===== src/inc/icadc_pkg.sv =====
// icadc_pkg: constants, field layouts and types shared by the input-channel
// configuration and conversion sequencer.
// assumes a single 20 MHz core clock; analog front end is outside the logic.
package icadc_pkg;

  // ----------------------------------------------------------------------
  // clock and timing
  // ----------------------------------------------------------------------
  localparam int unsigned CLK_HZ          = 20_000_000;
  localparam int unsigned SLOT_US         = 748;
  localparam int unsigned DIODE_MEAS_US   = 9600;
  localparam int unsigned DIODE_AVG_N     = 16;
  localparam int unsigned SLOT_CYC        = (SLOT_US * (CLK_HZ / 1_000_000));
  localparam int unsigned DIODE_MEAS_CYC  = (DIODE_MEAS_US * (CLK_HZ / 1_000_000));
  localparam int unsigned DIODE_CONV_CYC  = DIODE_MEAS_CYC / DIODE_AVG_N;
  localparam int unsigned SAR_BIT_CYC     = 32;

  // ----------------------------------------------------------------------
  // converter and mode register
  // ----------------------------------------------------------------------
  localparam int unsigned CODE_W          = 8;
  localparam logic [7:0]  MODE_RESET      = 8'h00;
  localparam logic [7:0]  NOMINAL_CODE    = 8'hC0;
  localparam int unsigned VID_W           = 5;
  localparam int unsigned CFG2_IRQ3_BIT   = 6;
  localparam int unsigned CFG2_IRQ4_BIT   = 7;

  // mode register layout, bit 7 down to bit 0
  typedef struct packed {
    logic       vid_as_irq;    // bit 7
    logic [2:0] irq_en;        // bits 6..4 : ext_int_input_two, ext_int_input_one, ext_int_input_zero
    logic       vcc_5v;        // bit 3
    logic       diode2_sel;    // bit 2
    logic       ain_b_sel;     // bit 1
    logic       ain_a_sel;     // bit 0
  } icadc_mode_t;

  typedef enum logic [3:0] {
    CH_TEMP1, CH_V2P5, CH_TEMP2, CH_CORE_RAIL_TWO, CH_V12,
    CH_V5, CH_CORE_RAIL_ONE, CH_VCC, CH_AIN_A, CH_AIN_B
  } icadc_chan_t;

  typedef struct packed {
    icadc_chan_t       chan;
    logic [CODE_W-1:0] data;
  } icadc_result_t;

  typedef struct packed {
    logic tach_input_a;
    logic general_analog_a;
    logic tach_input_b;
    logic general_analog_b;
    logic second_diode;
    logic rail_pair;
  } icadc_pinfunc_t;

endpackage


===== src/icadc_sar.sv =====
// icadc_sar: successive-approximation control for the single shared converter.
// assumes comp_in is already synchronised and settles within BIT_CYC cycles.
`timescale 1ns/1ps
module icadc_sar
  import icadc_pkg::*;
#(
  parameter int unsigned BIT_CYC = SAR_BIT_CYC
) (
  input  wire logic              core_clk_in,    // core clock
  input  wire logic              reset_in,       // sync reset, active high
  input  wire logic              ce_in,          // clock enable
  input  wire logic              start_in,       // one-cycle start pulse
  input  wire logic              comp_in,        // high: input above trial level
  output logic [CODE_W-1:0]      trial_out,      // trial code to the dac
  output logic                   done_out,       // one-cycle result pulse
  output logic [CODE_W-1:0]      code_out        // final code
);

  // ----------------------------------------------------------------------
  // bit-serial search, msb first
  // ----------------------------------------------------------------------
  logic [CODE_W-1:0]  code_reg;
  logic [CODE_W-1:0]  mask_reg;
  logic [15:0]        cnt_reg;
  logic               busy_reg;
  logic               done_reg;
  logic               bit_end;
  logic               last_bit;
  logic [CODE_W-1:0]  kept;

  assign bit_end   = busy_reg && (cnt_reg == 16'(BIT_CYC - 1));
  assign last_bit  = mask_reg[0];
  assign kept      = comp_in ? (code_reg | mask_reg) : code_reg;
  assign trial_out = code_reg | mask_reg;
  assign done_out  = done_reg;
  assign code_out  = code_reg;

  always_ff @(posedge core_clk_in) begin
    if (reset_in) begin
      code_reg <= '0;
      mask_reg <= '0;
      cnt_reg  <= '0;
      busy_reg <= 1'b0;
      done_reg <= 1'b0;
    end else if (ce_in) begin
      done_reg <= 1'b0;
      if (start_in) begin
        code_reg <= '0;
        mask_reg <= {1'b1, {(CODE_W-1){1'b0}}};
        cnt_reg  <= '0;
        busy_reg <= 1'b1;
      end else if (bit_end) begin
        code_reg <= kept;
        mask_reg <= mask_reg >> 1;
        cnt_reg  <= '0;
        busy_reg <= !last_bit;
        done_reg <= last_bit;
      end else if (busy_reg) begin
        cnt_reg  <= cnt_reg + 16'h0001;
      end
    end
  end

endmodule


===== src/icadc_seq.sv =====
// icadc_seq: mode register, pin-function decode and round-robin scheduling
// of every measurement input through one shared 8-bit converter.
// assumes the serial slave delivers mode writes as a strobe with data, and
// an analog mux, dac and comparator sit outside this logic.
//
// Functional notes
// - Mode bits 0 and 1 each pick tachometer (0) or analog input (1) for their pin.
// - Mode bit 2 picks the 2.5 V and second core rail inputs (0) or the second diode (1).
// - Mode bit 3 picks the 3.3 V (0) or 5 V (1) scaling of the internal supply reading.
// - Mode bit 7, when set, turns each voltage-ID pin whose enable bit is set into an interrupt input.
// - With bit 7 set, mode bits 4 to 6 each enable the interrupt use of one of three pins.
// - The other two pins take their interrupt enables from bits 6 and 7 of config 2.
// - The first diode input and the three dedicated analog inputs ignore the mode register.
// - The mode register clears to all zeros at reset.
// - All inputs share one successive-approximation converter giving an 8-bit code.
// - Attenuated supplies read code 192 at nominal voltage, leaving headroom to 255.
// - While running, one ordinary input is converted every 748 us, in sequence.
// - A diode reading averages 16 conversions and takes 9.6 ms before moving on.
// - Every configured input goes through the one converter, never in parallel.
// - Once started the inputs are converted and stored in turn until the start bit clears.
// - Diode readings are stored as 8-bit two's complement values.
`timescale 1ns/1ps
module icadc_seq
  import icadc_pkg::*;
#(
  parameter int unsigned SLOT_CYCLES  = SLOT_CYC,        // 748 us at 20 MHz
  parameter int unsigned DIODE_CYCLES = DIODE_CONV_CYC,  // one of 16 diode conversions
  parameter int unsigned BIT_CYCLES   = SAR_BIT_CYC      // settle time per sar bit
) (
  input  wire logic                 core_clk_in,       // 20 MHz core clock
  input  wire logic                 reset_in,          // sync reset, active high
  input  wire logic                 ce_in,             // clock enable
  input  wire logic                 mode_wr_in,        // mode register write strobe
  input  wire logic [7:0]           mode_wdata_in,     // mode register write data
  input  wire logic [7:0]           cfg2_in,           // second configuration register
  input  wire logic                 start_in,          // start bit of configuration
  input  wire logic                 comp_in,           // comparator from analog side
  input  wire logic [VID_W-1:0]     vid_pins_in,       // voltage-ID / interrupt pins
  output logic [7:0]                mode_out,          // mode register read value
  output icadc_pinfunc_t            pinfunc_out,       // decoded shared-pin functions
  output logic [VID_W-1:0]          irq_mode_out,      // pin acts as interrupt input
  output logic [VID_W-1:0]          vid_out,           // vid levels, zero on irq pins
  output logic [VID_W-1:0]          ext_int_out,       // interrupt levels on irq pins
  output icadc_chan_t               mux_sel_out,       // analog mux selection
  output logic                      vcc_5v_out,        // internal supply scaling
  output logic                      diode_drive_out,   // diode current source on
  output logic [CODE_W-1:0]         dac_out,           // sar trial code
  output logic                      busy_out,          // sequencer running
  output logic                      result_valid_out,  // one-cycle store pulse
  output icadc_result_t             result_out         // stored channel and value
);

  // ----------------------------------------------------------------------
  // pin synchronisers: three flops, new level once second and third agree
  // ----------------------------------------------------------------------
  localparam int unsigned SYNC_W = VID_W + 1;

  logic [SYNC_W-1:0] raw_in;
  logic [SYNC_W-1:0] sync1_reg;
  logic [SYNC_W-1:0] sync2_reg;
  logic [SYNC_W-1:0] sync3_reg;
  logic [SYNC_W-1:0] stable_reg;
  logic [SYNC_W-1:0] stable_next;
  logic [SYNC_W-1:0] agree;

  assign raw_in      = {comp_in, vid_pins_in};
  assign agree       = ~(sync2_reg ^ sync3_reg);
  assign stable_next = (sync2_reg & agree) | (stable_reg & ~agree);

  always_ff @(posedge core_clk_in) begin
    if (reset_in) begin
      sync1_reg  <= '0;
      sync2_reg  <= '0;
      sync3_reg  <= '0;
      stable_reg <= '0;
    end else if (ce_in) begin
      sync1_reg  <= raw_in;
      sync2_reg  <= sync1_reg;
      sync3_reg  <= sync2_reg;
      stable_reg <= stable_next;
    end
  end

  // ----------------------------------------------------------------------
  // mode register and pin-function decode
  // ----------------------------------------------------------------------
  icadc_mode_t       mode_reg;
  icadc_pinfunc_t    pinfunc_next;
  logic [VID_W-1:0]  irq_en_all;
  logic [VID_W-1:0]  irq_mode_next;
  logic [VID_W-1:0]  vid_stable;

  always_ff @(posedge core_clk_in) begin
    if (reset_in) begin
      mode_reg <= icadc_mode_t'(MODE_RESET);
    end else if (ce_in && mode_wr_in) begin
      mode_reg <= icadc_mode_t'(mode_wdata_in);
    end
  end

  assign pinfunc_next.tach_input_a     = !mode_reg.ain_a_sel;
  assign pinfunc_next.general_analog_a = mode_reg.ain_a_sel;
  assign pinfunc_next.tach_input_b     = !mode_reg.ain_b_sel;
  assign pinfunc_next.general_analog_b = mode_reg.ain_b_sel;
  assign pinfunc_next.second_diode     = mode_reg.diode2_sel;
  assign pinfunc_next.rail_pair        = !mode_reg.diode2_sel;

  // pin order core_volt_id_bit_zero..core_volt_id_bit_four; vid3/core_volt_id_bit_four enables come from config 2
  assign irq_en_all    = {cfg2_in[CFG2_IRQ4_BIT], cfg2_in[CFG2_IRQ3_BIT],
                          mode_reg.irq_en};
  assign irq_mode_next = {VID_W{mode_reg.vid_as_irq}} & irq_en_all;
  assign vid_stable    = stable_reg[VID_W-1:0];

  always_ff @(posedge core_clk_in) begin
    if (reset_in) begin
      pinfunc_out  <= '0;
      irq_mode_out <= '0;
      vid_out      <= '0;
      ext_int_out  <= '0;
      mode_out     <= MODE_RESET;
    end else if (ce_in) begin
      pinfunc_out  <= pinfunc_next;
      irq_mode_out <= irq_mode_next;
      vid_out      <= vid_stable & ~irq_mode_next;
      ext_int_out  <= vid_stable & irq_mode_next;
      mode_out     <= mode_reg;
    end
  end

  // ----------------------------------------------------------------------
  // channel order; the live mode register, not the slot snapshot, decides which channels exist
  // ----------------------------------------------------------------------
  function automatic icadc_chan_t next_chan(icadc_chan_t cur, icadc_mode_t m);
    icadc_chan_t c;
    c = CH_TEMP1;
    unique case (cur)
      CH_TEMP1:          c = m.diode2_sel ? CH_TEMP2 : CH_V2P5;
      CH_V2P5:           c = CH_CORE_RAIL_TWO;
      CH_TEMP2, CH_CORE_RAIL_TWO: c = CH_V12;
      CH_V12:            c = CH_V5;
      CH_V5:             c = CH_CORE_RAIL_ONE;
      CH_CORE_RAIL_ONE:          c = CH_VCC;
      // tach pins are counted elsewhere, so their slots are skipped
      CH_VCC:            c = m.ain_a_sel ? CH_AIN_A :
                             (m.ain_b_sel ? CH_AIN_B : CH_TEMP1);
      CH_AIN_A:          c = m.ain_b_sel ? CH_AIN_B : CH_TEMP1;
      CH_AIN_B:          c = CH_TEMP1;
      default:           c = CH_TEMP1;
    endcase
    return c;
  endfunction

  // ----------------------------------------------------------------------
  // sequencer: one slot per channel, diode slots run 16 conversions
  // ----------------------------------------------------------------------
  typedef enum logic [1:0] {S_IDLE, S_CONV, S_STORE} icadc_state_t;

  icadc_state_t      state_reg;
  icadc_chan_t       chan_reg;
  icadc_mode_t       slot_mode_reg;
  logic [17:0]       tmr_reg;
  logic [3:0]        avg_cnt_reg;
  logic [11:0]       acc_reg;
  logic [CODE_W-1:0] code_reg;
  logic              sar_start_reg;

  logic              sar_done;
  logic [CODE_W-1:0] sar_code;
  logic [CODE_W-1:0] sar_trial;
  logic              is_diode;
  logic [17:0]       conv_len;
  logic              conv_end;
  logic              last_avg;
  logic [11:0]       acc_sum;
  logic [CODE_W-1:0] diode_avg;
  icadc_chan_t       chan_next;
  icadc_chan_t       first_chan;

  assign is_diode   = (chan_reg == CH_TEMP1) || (chan_reg == CH_TEMP2);
  assign conv_len   = is_diode ? 18'(DIODE_CYCLES) : 18'(SLOT_CYCLES);
  assign conv_end   = (tmr_reg == conv_len - 18'h00001);
  assign last_avg   = (avg_cnt_reg == 4'(DIODE_AVG_N - 1));
  // diode codes are signed; sum of 16 fits 12 bits
  assign acc_sum    = acc_reg + {{4{sar_code[CODE_W-1]}}, sar_code};
  assign diode_avg  = acc_reg[11:4];
  assign chan_next  = next_chan(chan_reg, mode_reg);
  assign first_chan = CH_TEMP1;

  always_ff @(posedge core_clk_in) begin
    if (reset_in) begin
      state_reg     <= S_IDLE;
      chan_reg      <= CH_TEMP1;
      slot_mode_reg <= icadc_mode_t'(MODE_RESET);
      tmr_reg       <= '0;
      avg_cnt_reg   <= '0;
      acc_reg       <= '0;
      code_reg      <= '0;
      sar_start_reg <= 1'b0;
    end else if (ce_in) begin
      sar_start_reg <= 1'b0;
      unique case (state_reg)
        S_IDLE: begin
          if (start_in) begin
            state_reg     <= S_CONV;
            chan_reg      <= first_chan;
            slot_mode_reg <= mode_reg;
            tmr_reg       <= '0;
            avg_cnt_reg   <= '0;
            acc_reg       <= '0;
            sar_start_reg <= 1'b1;
          end
        end
        S_CONV: begin
          tmr_reg <= tmr_reg + 18'h00001;
          if (sar_done) begin
            code_reg <= sar_code;
            if (is_diode) begin
              acc_reg <= acc_sum;
            end
          end
          if (conv_end) begin
            tmr_reg <= '0;
            if (is_diode && !last_avg) begin
              avg_cnt_reg   <= avg_cnt_reg + 4'h1;
              sar_start_reg <= 1'b1;
            end else begin
              state_reg <= S_STORE;
            end
          end
        end
        S_STORE: begin
          avg_cnt_reg <= '0;
          acc_reg     <= '0;
          if (start_in) begin
            state_reg     <= S_CONV;
            chan_reg      <= chan_next;
            slot_mode_reg <= mode_reg;
            sar_start_reg <= 1'b1;
          end else begin
            state_reg <= S_IDLE;
            chan_reg  <= CH_TEMP1;
          end
        end
        default: begin
          state_reg <= S_IDLE;
        end
      endcase
    end
  end

  // ----------------------------------------------------------------------
  // shared converter and result store
  // ----------------------------------------------------------------------
  icadc_sar #(
    .BIT_CYC     (BIT_CYCLES)
  ) u_sar (
    .core_clk_in (core_clk_in),
    .reset_in    (reset_in),
    .ce_in       (ce_in),
    .start_in    (sar_start_reg),
    .comp_in     (stable_reg[VID_W]),
    .trial_out   (sar_trial),
    .done_out    (sar_done),
    .code_out    (sar_code)
  );

  always_ff @(posedge core_clk_in) begin
    if (reset_in) begin
      mux_sel_out      <= CH_TEMP1;
      vcc_5v_out       <= 1'b0;
      diode_drive_out  <= 1'b0;
      dac_out          <= '0;
      busy_out         <= 1'b0;
      result_valid_out <= 1'b0;
      result_out       <= '0;
    end else if (ce_in) begin
      mux_sel_out      <= chan_reg;
      // attenuators are sized so that a nominal rail lands on NOMINAL_CODE
      vcc_5v_out       <= slot_mode_reg.vcc_5v;
      diode_drive_out  <= (state_reg == S_CONV) && is_diode;
      dac_out          <= sar_trial;
      busy_out         <= (state_reg != S_IDLE);
      result_valid_out <= (state_reg == S_STORE);
      if (state_reg == S_STORE) begin
        result_out.chan <= chan_reg;
        result_out.data <= is_diode ? diode_avg : code_reg;
      end
    end
  end

endmodule


===== config.mk =====
export PLATFORM = sky130hd
export DESIGN_NAME = icadc_seq
export DESIGN_NICKNAME = d
export VERILOG_FILES = /design/src/inc/icadc_pkg.sv /design/src/icadc_sar.sv /design/src/icadc_seq.sv
export SDC_FILE = /design/constraint.sdc
export NUM_CORES = 1
export LEC_CHECK = 0
export BUFFER_PORTS_ARGS = -buffer_cell sky130_fd_sc_hd__buf_2
export CELL_PAD_IN_SITES_DETAIL_PLACEMENT = 2
export CELL_PAD_IN_SITES_GLOBAL_PLACEMENT = 2
export CORE_MARGIN = 2
export CORE_UTILIZATION = 38
export DETAILED_ROUTE_END_ITERATION = 10
export PLACE_DENSITY = 0.95
export SLEW_MARGIN = 20
export SYNTH_ARGS = -nofsm -noshare
export SYNTH_HDL_FRONTEND = slang
export SYNTH_SLANG_ARGS = --single-unit

===== constraint.sdc =====
create_clock -name core_clk_in -period 3.25 [get_ports core_clk_in]
set_input_delay 0.65 -clock core_clk_in [delete_from_list [all_inputs] [get_ports core_clk_in]]
set_output_delay 0.65 -clock core_clk_in [all_outputs]
set_load 0.05 [all_outputs]

# After elaboration in Yosys (flattened, before gate mapping)
# Index checks and enable logic that the tools add are counted.
# word_totals
register_bits	173
input_bits	27
wordCells	148
# op_classes
n_addsub	5
n_eq_ne	19
mux	40
bitwise_logic	11
n_reduce_logical	32
# op_table
op	count
two-way mux 16 bit	3
two-way mux 8 bit	6
two-way mux 12 bit	3
two-way mux 18 bit	2
case mux 12 bit (3 select lines)	1
case mux 18 bit (2 select lines)	1
case mux 4 bit (8 select lines)	1
two-way mux 4 bit	6
adder 18 x 1 -> 18 bit (second input constant)	1
equality test 18 bit	1
adder 16 x 1 -> 16 bit (second input constant)	1
equality test 16 x 5 -> 1 bit (second input constant)	1
equality test 4 x 3 -> 1 bit (second input constant)	4
AND 5 bit	3
AND reduction 3 bit	5
subtractor 14 x 1 -> 15 bit (second input constant)	1
two-way mux 13 bit	1
adder 12 bit	1
AND 6 bit	2
NOT 6 bit	2
case mux 4 bit (3 select lines)	1
!= test 2 bit (second input constant)	5
AND reduction 5 bit	2
nonzero test 2 bit	5
25 further kinds	48

# Depth between registers and ports, before layout
# Gate-level depths: netlist (run 1).
# depth
word_depth	7
ltp_mapped	9
ltp_nobuf	9

# By module
# Synthesis (run 1) repeated with hierarchy kept, for this count alone.
# hier_totals
cells_unflattened	874
hier_area_um2	7534.7
# modules_own_cells
mod	instances	cells_per_inst	area_each_um2	seq_area_each_um2
icadc_seq	1	700	5968.2	2722.6
icadc_sar	1	174	1566.5	680.7

# Worst setup path after synthesis (run 1)
# Ideal clock, no wire load.
# synth_path
path_kind	register to register
start	reg chan_reg[0]
end	reg tmr_reg[8]
setup_time_ns	0.115
arrival_time_ns	1.985
path_slack_ns	1.150
stages_incl_launch_ff	9
path_buffers	2
synth_period_minus_slack_ns	2.100
cell_sequence	dfxtp_1 > or3_4 > or3_4 > a2111oi_4 > o21ai_1 > nand2b_1 > buf_4 > buf_4 > nor2_1
# synth_via
elab_chain_len	7
elab_cells_between_ends	8
classes_between	add/sub (1); eq/ne (2); mux (3); reduce/logical (2)
# synth_lines
element	line_no	source
start, declared	icadc_seq.sv:159	icadc_chan_t chan_reg;
start signal, assigned	icadc_seq.sv:205	chan_reg <= first_chan;
start signal, assigned	icadc_seq.sv:236	chan_reg <= chan_next;
equality test 4 x 2 -> 1 bit or logical NOT 4 bit (tied branches)	icadc_seq.sv:179	assign is_diode = (chan_reg == CH_TEMP1) || (chan_reg == CH_TEMP2);
logical OR 1 bit (*)	icadc_seq.sv:179	
two-way mux 13 bit (*)	icadc_seq.sv:180	assign conv_len = is_diode ? 18'(DIODE_CYCLES) : 18'(SLOT_CYCLES);
subtractor 14 x 1 -> 15 bit (*)	icadc_seq.sv:181	assign conv_end = (tmr_reg == conv_len - 18'h00001);
equality test 18 bit (*)	icadc_seq.sv:181	
two-way mux 18 bit (*)	icadc_seq.sv:221	if (conv_end) begin
case mux 18 bit (2 select lines) (*)	icadc_seq.sv:201	unique case (state_reg)
end signal, assigned	icadc_seq.sv:214	tmr_reg <= tmr_reg + 18'h00001;
end, declared	icadc_seq.sv:161	logic [17:0] tmr_reg;
# Every way passes the cells marked *; elsewhere a longest branch is shown, timed or not.
# A chain may end at the register's enable or synchronous reset.

# Worst setup path in the final report (run 1)
# layout_path
start	reg u_sar.cnt_reg[0]
end	reg u_sar.code_reg[7] (netlist: u_sar.code_out[7])
# layout_via
elab_chain_len	4
# layout_lines
element	line_no	source
start, declared	icadc_sar.sv:24	logic [15:0] cnt_reg;
start signal, assigned	icadc_sar.sv:59	cnt_reg <= cnt_reg + 16'h0001;
equality test 16 x 5 -> 1 bit	icadc_sar.sv:31	assign bit_end = busy_reg && (cnt_reg == 16'(BIT_CYC - 1));
logical AND 1 bit	icadc_sar.sv:31	
nonzero test 2 bit (no line)	--	
AND reduction 3 bit (no line)	--	
end signal, assigned	icadc_sar.sv:53	code_reg <= kept;
end, declared	icadc_sar.sv:22	logic [CODE_W-1:0] code_reg;
# Every way passes these cells.

==> impl_metrics.toml, run 1 <==
[logic_synthesis]
ys_ff_latch = 170
ys_seq_area_frac = 0.464
ys_types = 55
synth_edf_count = 0
synth_area_mm2 = 0.00734
syn-num-nets = 915
synth_async_sr_flop_share = 0
postSynthCellCount = 873
syn_area_per_cell_um2 = 8.41
synth_ff_type = "dfxtp_1"
yosys_warnings = 0

[timing]
slew_headroom = 0.406
setup_viol = 0
finalCritPeriodShare = 0.849
fin_skew_ns = 0.00944
grt_setup_unrepaired = "no"
tns_ns = 0
hold_violations = 0
max_freq_mhz = 362
timing.final.crit_period_ns = 2.76
drv_slew = 0
worstMarginPinSlew_ns = 0.892

[outcome]
status = "finished, final reports clean"

[clocking]
cts_buffer_depth = 2
cts_resized = 0
cts_tree = "built"
cts_setup_buffers = 0
htreeDepth = 4
hold_buffers = 0
clockRootBuffer = "clkbuf_16"
clk_latency_ns = 0.44
cts_sinks = 170
cts_buffers = 17
clk_pin_slew_worst_paths_ns = 0.08

[finish]
diodes = 0
fin_area_mm2 = 0.00850
regArea_mm2 = 0.00340
fillCellCount = 2049
largest_reg_flops = 18
drive_gt1_frac = 0.133
multiInputGateArea_mm2 = 0.00367
fin_nets = 964
area_growth_pct = 15.7

[place]
placedInstanceArea_mm2 = 0.00790
gp_congestion = 0.765
portBuffers = 77
hpwl_um = 15400

[die]
die-area_mm2 = 0.0204
io_pins = 84
start_util = 0.390
core_area_mm2 = 0.0188
rows = 50
die_x_um = 143
die_h_um = 143

[hold_path]
min_from = "vid_pins_in[4]"
hold_path.class = "in2reg"
min_path_cells = 3
hold_path_end = "sync1_reg[4]$_SDFFE_PP0P_"

[global_route]
grt_overflow = 0
grt_start_max_net_pins = 77
grt_pass1_wl_um = 39900
antenna_found_initial = 1
track_usage = 0.250
grt_pass1_vias = 7356

[critical_path]
rr_worst_depth = 7
crit_fanout = 10
worstPathRequired_ns = 3.61
r2r_end = "u_sar.code_out[7]$_SDFFE_PP0P_"
reg2reg_from = "u_sar.cnt_reg[0]$_SDFFE_PP0P_"
endpoint_kind = "flip-flop"
regToRegSetupSlack_ns = 0.49
arrival_ns = 3.12
path_class = "reg2reg"
crit_path_start_kind = "flip-flop"

[drt]
drt_iter0_drc = 261
drtPass1Iterations = 5
vias = 6730
routed_wl_um = 24900
ant_nets = 0
wl_per_cell_um = 20.8
vias_per_cell = 5.63
drc = 0

[pwr]
ir_worst_vdd_uv = 370
total_leakage_power_nw = 3.24
powerDensity_mw_per_mm2 = 531

[job]
maxCapViolCount = 0
[synthesized netlist by cell type, types with 3 or more instances]
| cell | number | area share |
|---|---|---|
| xor2_1 | 20 | 0.024 |
| mux2i_1 | 34 | 0.046 |
| buf_1 | 3 | 0.0015 |
| nand3_1 | 42 | 0.029 |
| a21oi_1 | 88 | 0.060 |
| dfxtp_1 | 170 | 0.46 |
| a22oi_1 | 4 | 0.0041 |
| nor4_1 | 7 | 0.0060 |
| a211oi_1 | 14 | 0.014 |
| clkbuf_1 | 45 | 0.023 |
| nand3b_1 | 13 | 0.013 |
| inv_1 | 9 | 0.0046 |
| a21o_1 | 9 | 0.0092 |
| ha_1 | 14 | 0.024 |
| o21ai_0 | 23 | 0.016 |
| o211ai_1 | 3 | 0.0031 |
| a311oi_1 | 8 | 0.0095 |
| buf_4 | 5 | 0.0051 |
| xnor2_1 | 14 | 0.017 |
| nor3_1 | 14 | 0.0095 |
| nor2b_1 | 8 | 0.0068 |
| nand2b_1 | 9 | 0.0077 |
| or3_1 | 9 | 0.0077 |
| and2_1 | 4 | 0.0034 |
| nor2_1 | 131 | 0.067 |
| and3_1 | 6 | 0.0051 |
| nand4_1 | 17 | 0.014 |
| nand2_1 | 110 | 0.056 |
| a41oi_1 | 3 | 0.0036 |
| nand4b_1 | 4 | 0.0048 |
[kinds of logic after synthesis]
| group | Yosys count | synth area share |
|---|---|---|
| compound gates | 171 | 0.145 |
| xor+xnor | 34 | 0.0406 |
| fa+ha+maj | 15 | 0.0266 |
| buf+inv | 65 | 0.0361 |
| flops | 170 | 0.464 |
| mux | 34 | 0.0464 |
| simple gates | 384 | 0.242 |
[power by group]
group,total [mW],switching [mW],internal (mW)
logic,0.264,0.190,0.0736
registers,2.15,0.0363,2.11
clock network,2.10,0.992,1.11
[final cells by class]
type,count,area share
timing repair buffer,85,0.0545
inverter,10,0.00442
clock inverter,15,0.0200
sequential,170,0.400
clock buffer,17,0.0501
tap,260,0.0383
multi-input combinational,638,0.432
[how the worst max path moves through the flow]
| stage | startpoint | to | slack (ns) |
|---|---|---|---|
| finish | u_sar.cnt_reg[0]$_SDFFE_PP0P_ | u_sar.code_out[7]$_SDFFE_PP0P_ | 0.49 |
| CTS | u_sar.cnt_reg[0]$_SDFFE_PP0P_ | u_sar.code_out[7]$_SDFFE_PP0P_ | 0.49 |
| global route | u_sar.cnt_reg[0]$_SDFFE_PP0P_ | u_sar.code_out[7]$_SDFFE_PP0P_ | 0.27 |
| detailed placement | chan_reg[0]$_SDFFE_PP0P_ | avg_cnt_reg[1]$_SDFFE_PP0P_ | 0.59 |
| global placement | chan_reg[0]$_SDFFE_PP0P_ | tmr_reg[0]$_SDFFE_PP0P_ | 0.75 |
| floorplan | chan_reg[0]$_SDFFE_PP0P_ | tmr_reg[8]$_SDFFE_PP0P_ | 1.15 |
[per-layer routing]
metal	part of all wire	vias to the layer above	global-route usage
met5	0.00052	-	0
met4	0.025	2	0.0886
met3	0.032	58	0.0530
met2	0.53	148	0.464
met1	0.41	3389	0.282
li1	-	3133	-
[placed cells by master (no fill, tap or decap), drive strengths merged, types with 20 or more instances in the layout]
master	Yosys	routed
mux2i	34	34
inv	9	20
xor2	20	20
a21oi	88	88
buf	10	85
nor2	131	131
dfxtp	170	170
nand3	42	42
o21ai	24	24
nand2	110	110
[metrics by stage]
step | cells | power, mW | hold slack [ns] | util | worst slack, ns
final | 1195 | 4.51 | 0.439 | 0.451 | 0.490
after global routing | 1195 | 4.66 | 0.458 | 0.451 | 0.269
after CTS | 1195 | 4.54 | 0.438 | 0.451 | 0.495
after detailed placement | 1163 | 2.45 | 0.458 | 0.420 | 0.586
after global placement | 1163 | 2.44 | 0.442 | 0.420 | 0.750
after floorplan | 873 | 2.37 | 0.436 | - | 1.15
[critical path, cell delays in order (launching register included)]
cell and delay [ns]:
dfxtp_1 0.48, ha_1 0.28, and4_1 0.24, a41oi_1 0.26
nor2_1 0.65, and2_1 0.46, a21oi_1 0.14, nor2_1 0.15
No activity file was read; power rests on OpenSTA's default activity.
==> inputs of run 2 (changes only) <==
- CORE_UTILIZATION: 38 -> 35
- PLACE_DENSITY: 0.95 -> 0.89
- clock period: 3.25 -> 2.56 ns (I/O delays scaled with it)
==> impl_metrics.toml, run 2 (synthesis results as in run 1) <==
[critical_path]
reg2reg_from = "acc_reg[0]$_SDFFE_PP0P_"
crit_fanout = 4
rr_worst_depth = 9
worstSetupStartpoint = "acc_reg[0]$_SDFFE_PP0P_"
critPathCapture = "acc_reg[10]$_SDFFE_PP0P_"
arrival_ns = 2.84
worstPathRequired_ns = 2.93
crit_path_start_kind = "flip-flop"
regToRegSetupSlack_ns = 0.08
r2r_end = "acc_reg[10]$_SDFFE_PP0P_"
path_class = "reg2reg"
endpoint_kind = "flip-flop"

[clocking]
htreeDepth = 4
clockRootBuffer = "clkbuf_16"
cts_buffer_depth = 2
cts_setup_buffers = 0
cts_tree = "built"
clk_pin_slew_worst_paths_ns = 0.08
cts_sinks = 170
clk_latency_ns = 0.44
cts_buffers = 17

[global_route]
grt_start_max_net_pins = 72
antenna_found_initial = 0
grt_pass1_vias = 7420
grt_pass1_wl_um = 40700
track_usage = 0.234
grt_overflow = 0

[die]
die_x_um = 149
io_pins = 84
start_util = 0.359
die_h_um = 149
rows = 52
core_area_mm2 = 0.0204
die-area_mm2 = 0.0222

[drt]
routed_wl_um = 26000
vias = 6793
ant_nets = 0
drc = 0
wl_per_cell_um = 21.3
drt_iter0_drc = 315
drtPass1Iterations = 4
vias_per_cell = 5.57

[outcome]
status = "finished, final reports clean"

[finish]
fin_nets = 979
area_growth_pct = 17.7
final_common_cell = "dfxtp_1"
drive_gt1_frac = 0.149
largest_reg_flops = 18
fin_cells = 1220
fin_area_mm2 = 0.00864
fillCellCount = 2268
mostFrequentLayoutCells = "170 x dfxtp_1, 130 x nor2_1, 110 x nand2_1"
multiInputGateArea_mm2 = 0.00369
diodes = 0
regArea_mm2 = 0.00340

[timing]
tns_ns = 0
max_freq_mhz = 404
fin_ws_ns = 0.0845
fin_skew_ns = 0.00948
finalCritPeriodShare = 0.967
hold_violations = 0
slew_headroom = 0.556
setup_viol = 0
timing.final.crit_period_ns = 2.48
drv_slew = 0
worstMarginPinSlew_ns = 0.660

[place]
pre_cts_ws_ns = 0.234
placedInstanceArea_mm2 = 0.00803
gp_congestion = 0.791
portBuffers = 77
dpl.cell_count = 1188
hpwl_um = 15600

[pwr]
ir_worst_vdd_uv = 566
total_leakage_power_nw = 3.31
powerDensity_mw_per_mm2 = 662

[job]
maxCapViolCount = 0

[hold_path]
hold_path.class = "in2reg"
[run 2: worst max-delay path, cell delays in order, from the launching register on]
cell     delay (ns)
dfxtp_1        0.46
ha_1           0.23
inv_1          0.06
fa_1           0.38
nor2b_1        0.19
o21ai_0        0.15
a21oi_1        0.34
a41oi_1        0.23
xor2_1         0.18
o21ai_0        0.17
[run 2: report_power, final]
group          switching (mW)  internal [mW]  total [mW]
registers              0.0420           2.68        2.72
clock network            1.30           1.33        2.63
logic                   0.254          0.104       0.358
total                    1.60           4.12        5.72
[run 2: what timing repair did]
action / CTS / global route
setup endpoints to repair: 0 / 8
resized for setup: 0 / 3
hold buffers: 0 / 0
[run 2: through the flow]
stage	utilization	hold slack [ns]	total power [mW]
after CTS	0.422	0.294	5.74
after floorplan	-	0.436	3.01
after global placement	0.393	0.445	3.11
final	0.423	0.306	5.72
after detailed placement	0.393	0.452	3.12
after global routing	0.423	0.307	5.91
[run 2: cell type report]
class                      count  share of cell area
timing repair buffer         100              0.0666
inverter                      10             0.00435
tap                          270              0.0391
clock inverter                14              0.0180
multi-input combinational    638               0.427
clock buffer                  18              0.0508
sequential                   170               0.394
[run 2: worst min-delay path by stage]
| stage | to | slack [ns] | start | depth (start not counted) |
|---|---|---|---|---|
| after detailed placement | vid_out[1]$_SDFFE_PP0P_ | 0.45 | vid_out[1]$_SDFFE_PP0P_ | 2 |
| final | sync1_reg[4]$_SDFFE_PP0P_ | 0.31 | vid_pins_in[4] | 3 |
| after global placement | result_out[11]$_SDFFE_PP0P_ | 0.44 | result_out[11]$_SDFFE_PP0P_ | 2 |
| after floorplan | slot_mode_reg[3]$_SDFFE_PP0P_ | 0.44 | slot_mode_reg[3]$_SDFFE_PP0P_ | 2 |
| after CTS | sync1_reg[3]$_SDFFE_PP0P_ | 0.29 | vid_pins_in[3] | 3 |
| after global routing | sync1_reg[4]$_SDFFE_PP0P_ | 0.31 | vid_pins_in[4] | 3 |
[run 2: per-layer routing]
layer  routed length (um)  vias to the layer above  track usage
li1                     -                     3162            -
met1                11100                     3449        0.279
met2                13300                      138        0.423
met3                  850                       44       0.0440
met4                  709                        0       0.0738
met5                    0                        -            0
==> inputs of run 3 (changes only) <==
- GPL_TIMING_DRIVEN: not set -> 0
==> impl_metrics.toml, run 3 (synthesis results as in run 1) <==
[outcome]
status = "finished, final reports clean"

[critical_path]
crit_fanout = 4
path_class = "reg2reg"
regToRegSetupSlack_ns = 0.09
worstPathCellList = "ha_1 > inv_1 > fa_1 > nor2b_1 > o21ai_0 > a21oi_2 > a41oi_1 > xor2_1 > o21ai_0"
endpoint_kind = "flip-flop"
reg2reg_from = "u_sar.code_out[0]$_SDFFE_PP0P_"
rr_worst_depth = 9
r2r_end = "acc_reg[10]$_SDFFE_PP0P_"
arrival_ns = 2.84
cpPeakStageDelay_ns = 0.46
cpMostUsedCell = "o21ai_0"
critPathSlowestCell = "dfxtp_1"
crit_path_start_kind = "flip-flop"
worstPathRequired_ns = 2.93

[global_route]
grt_pass1_vias = 7843
grt_overflow = 0
grt_pass1_wl_um = 44500
grt_start_max_net_pins = 20
track_usage = 0.262
antenna_found_initial = 0

[drt]
vias_per_cell = 5.63
drc = 0
drtPass1Iterations = 5
ant_nets = 0
vias = 7044
wl_per_cell_um = 22.6
routed_wl_um = 28300
drt_iter0_drc = 382

[finish]
fillCellCount = 2308
multiInputGateArea_mm2 = 0.00371
final_core_util = 0.429
diodes = 0
mostFrequentLayoutCells = "170 x dfxtp_1, 130 x nor2_1, 110 x nand2_1"
largest_reg_flops = 18
final_common_cell = "dfxtp_1"
fin_area_mm2 = 0.00876
fin_nets = 1011
drive_gt1_frac = 0.133
regArea_mm2 = 0.00340
area_growth_pct = 19.3
fin_cells = 1252

[timing]
fin_skew_ns = 0.0119
max_freq_mhz = 405
hold_violations = 0
slew_headroom = 0.425
drv_slew = 0
timing.final.crit_period_ns = 2.47
setup_viol = 0
worstMarginPinSlew_ns = 0.862
fin_ws_ns = 0.0897
finalCritPeriodShare = 0.965
grt_setup_unrepaired = "yes"
whs_ns = 0.299

[die]
die_h_um = 149
die-area_mm2 = 0.0222
die_x_um = 149
rows = 52
start_util = 0.359
io_pins = 84
core_area_mm2 = 0.0204

[clocking]
cts_tree = "built"
clk_latency_ns = 0.45
clockRootBuffer = "clkbuf_16"
htreeDepth = 4
cts_buffers = 17
cts_buffer_depth = 2
clk_pin_slew_worst_paths_ns = 0.08
cts_sinks = 170
hold_buffers = 0

[job]
maxCapViolCount = 0

[place]
gp_congestion = 0.761
hpwl_um = 18500
pre_cts_ws_ns = -0.124
placedInstanceArea_mm2 = 0.00806
portBuffers = 76
dpl.cell_count = 1219

[hold_path]
hold_path_end = "sync1_reg[3]$_SDFFE_PP0P_"
hold_path.class = "in2reg"
min_path_cells = 3
min_from = "vid_pins_in[3]"

[pwr]
total_leakage_power_nw = 3.33
ir_worst_vdd_uv = 478
powerDensity_mw_per_mm2 = 681
## run 3: final cells by class
cell class | count | share of cell area
Tap cell | 270 | 0.0386
Inverter | 10 | 0.00429
Clock buffer | 17 | 0.0486
Sequential cell | 170 | 0.389
Buffer | 54 | 0.0256
Multi-Input combinational cell | 638 | 0.424
Clock inverter | 15 | 0.0256
Timing Repair Buffer | 78 | 0.0451
## run 3: per-layer routing
metal,wire length [um],global-route usage,vias up
met5,0,0,-
met1,12200,0.321,3577
met3,1040,0.0523,60
met2,14200,0.458,183
met4,784,0.0924,0
li1,-,-,3224
## run 3: worst max-delay path: cells and delay by family (launching register included)
family	cells	cell delay, ns
compound gates	4	0.86
buf+inv	1	0.06
fa+ha+maj	2	0.61
flops	1	0.46
xor+xnor	1	0.19
simple gates	1	0.21
## run 3: worst max-delay path by stage
| stage | startpoint | to | slack [ns] | cells after the start |
|---|---|---|---|---|
| 6_report | u_sar.code_out[0]$_SDFFE_PP0P_ | acc_reg[10]$_SDFFE_PP0P_ | 0.09 | 9 |
| 5_1_grt | u_sar.code_out[0]$_SDFFE_PP0P_ | acc_reg[10]$_SDFFE_PP0P_ | -0.04 | 9 |
| 4_1_cts | u_sar.code_out[0]$_SDFFE_PP0P_ | acc_reg[10]$_SDFFE_PP0P_ | 0.05 | 9 |
| 3_5_place_dp | ce_in | sync1_reg[2]$_SDFFE_PP0P_ | -0.12 | 6 |
| 3_3_place_gp | ce_in | mode_out[1]$_SDFFE_PP0P_ | -0.04 | 6 |
| 2_1_floorplan | chan_reg[0]$_SDFFE_PP0P_ | tmr_reg[8]$_SDFFE_PP0P_ | 0.46 | 8 |
## run 3: stage by stage
step	setup TNS (ns)	power [mW]
final	0	5.96
after global placement	-0.250	3.14
after CTS	0	5.99
after detailed placement	-1.42	3.16
after floorplan	0	3.01
after global routing	-0.0418	6.15
## run 3: what timing repair did
item,in CTS,in global routing
pin swaps,1,0
cloned,0,0
setup endpoints to repair,17,17
gates resized for setup,4,4
buffers inserted,2,0
## run 3: where the power goes
| part | switching [mW] | internal [mW] |
|---|---|---|
| registers | 0.0375 | 2.68 |
| clock network | 1.33 | 1.52 |
| logic | 0.293 | 0.102 |
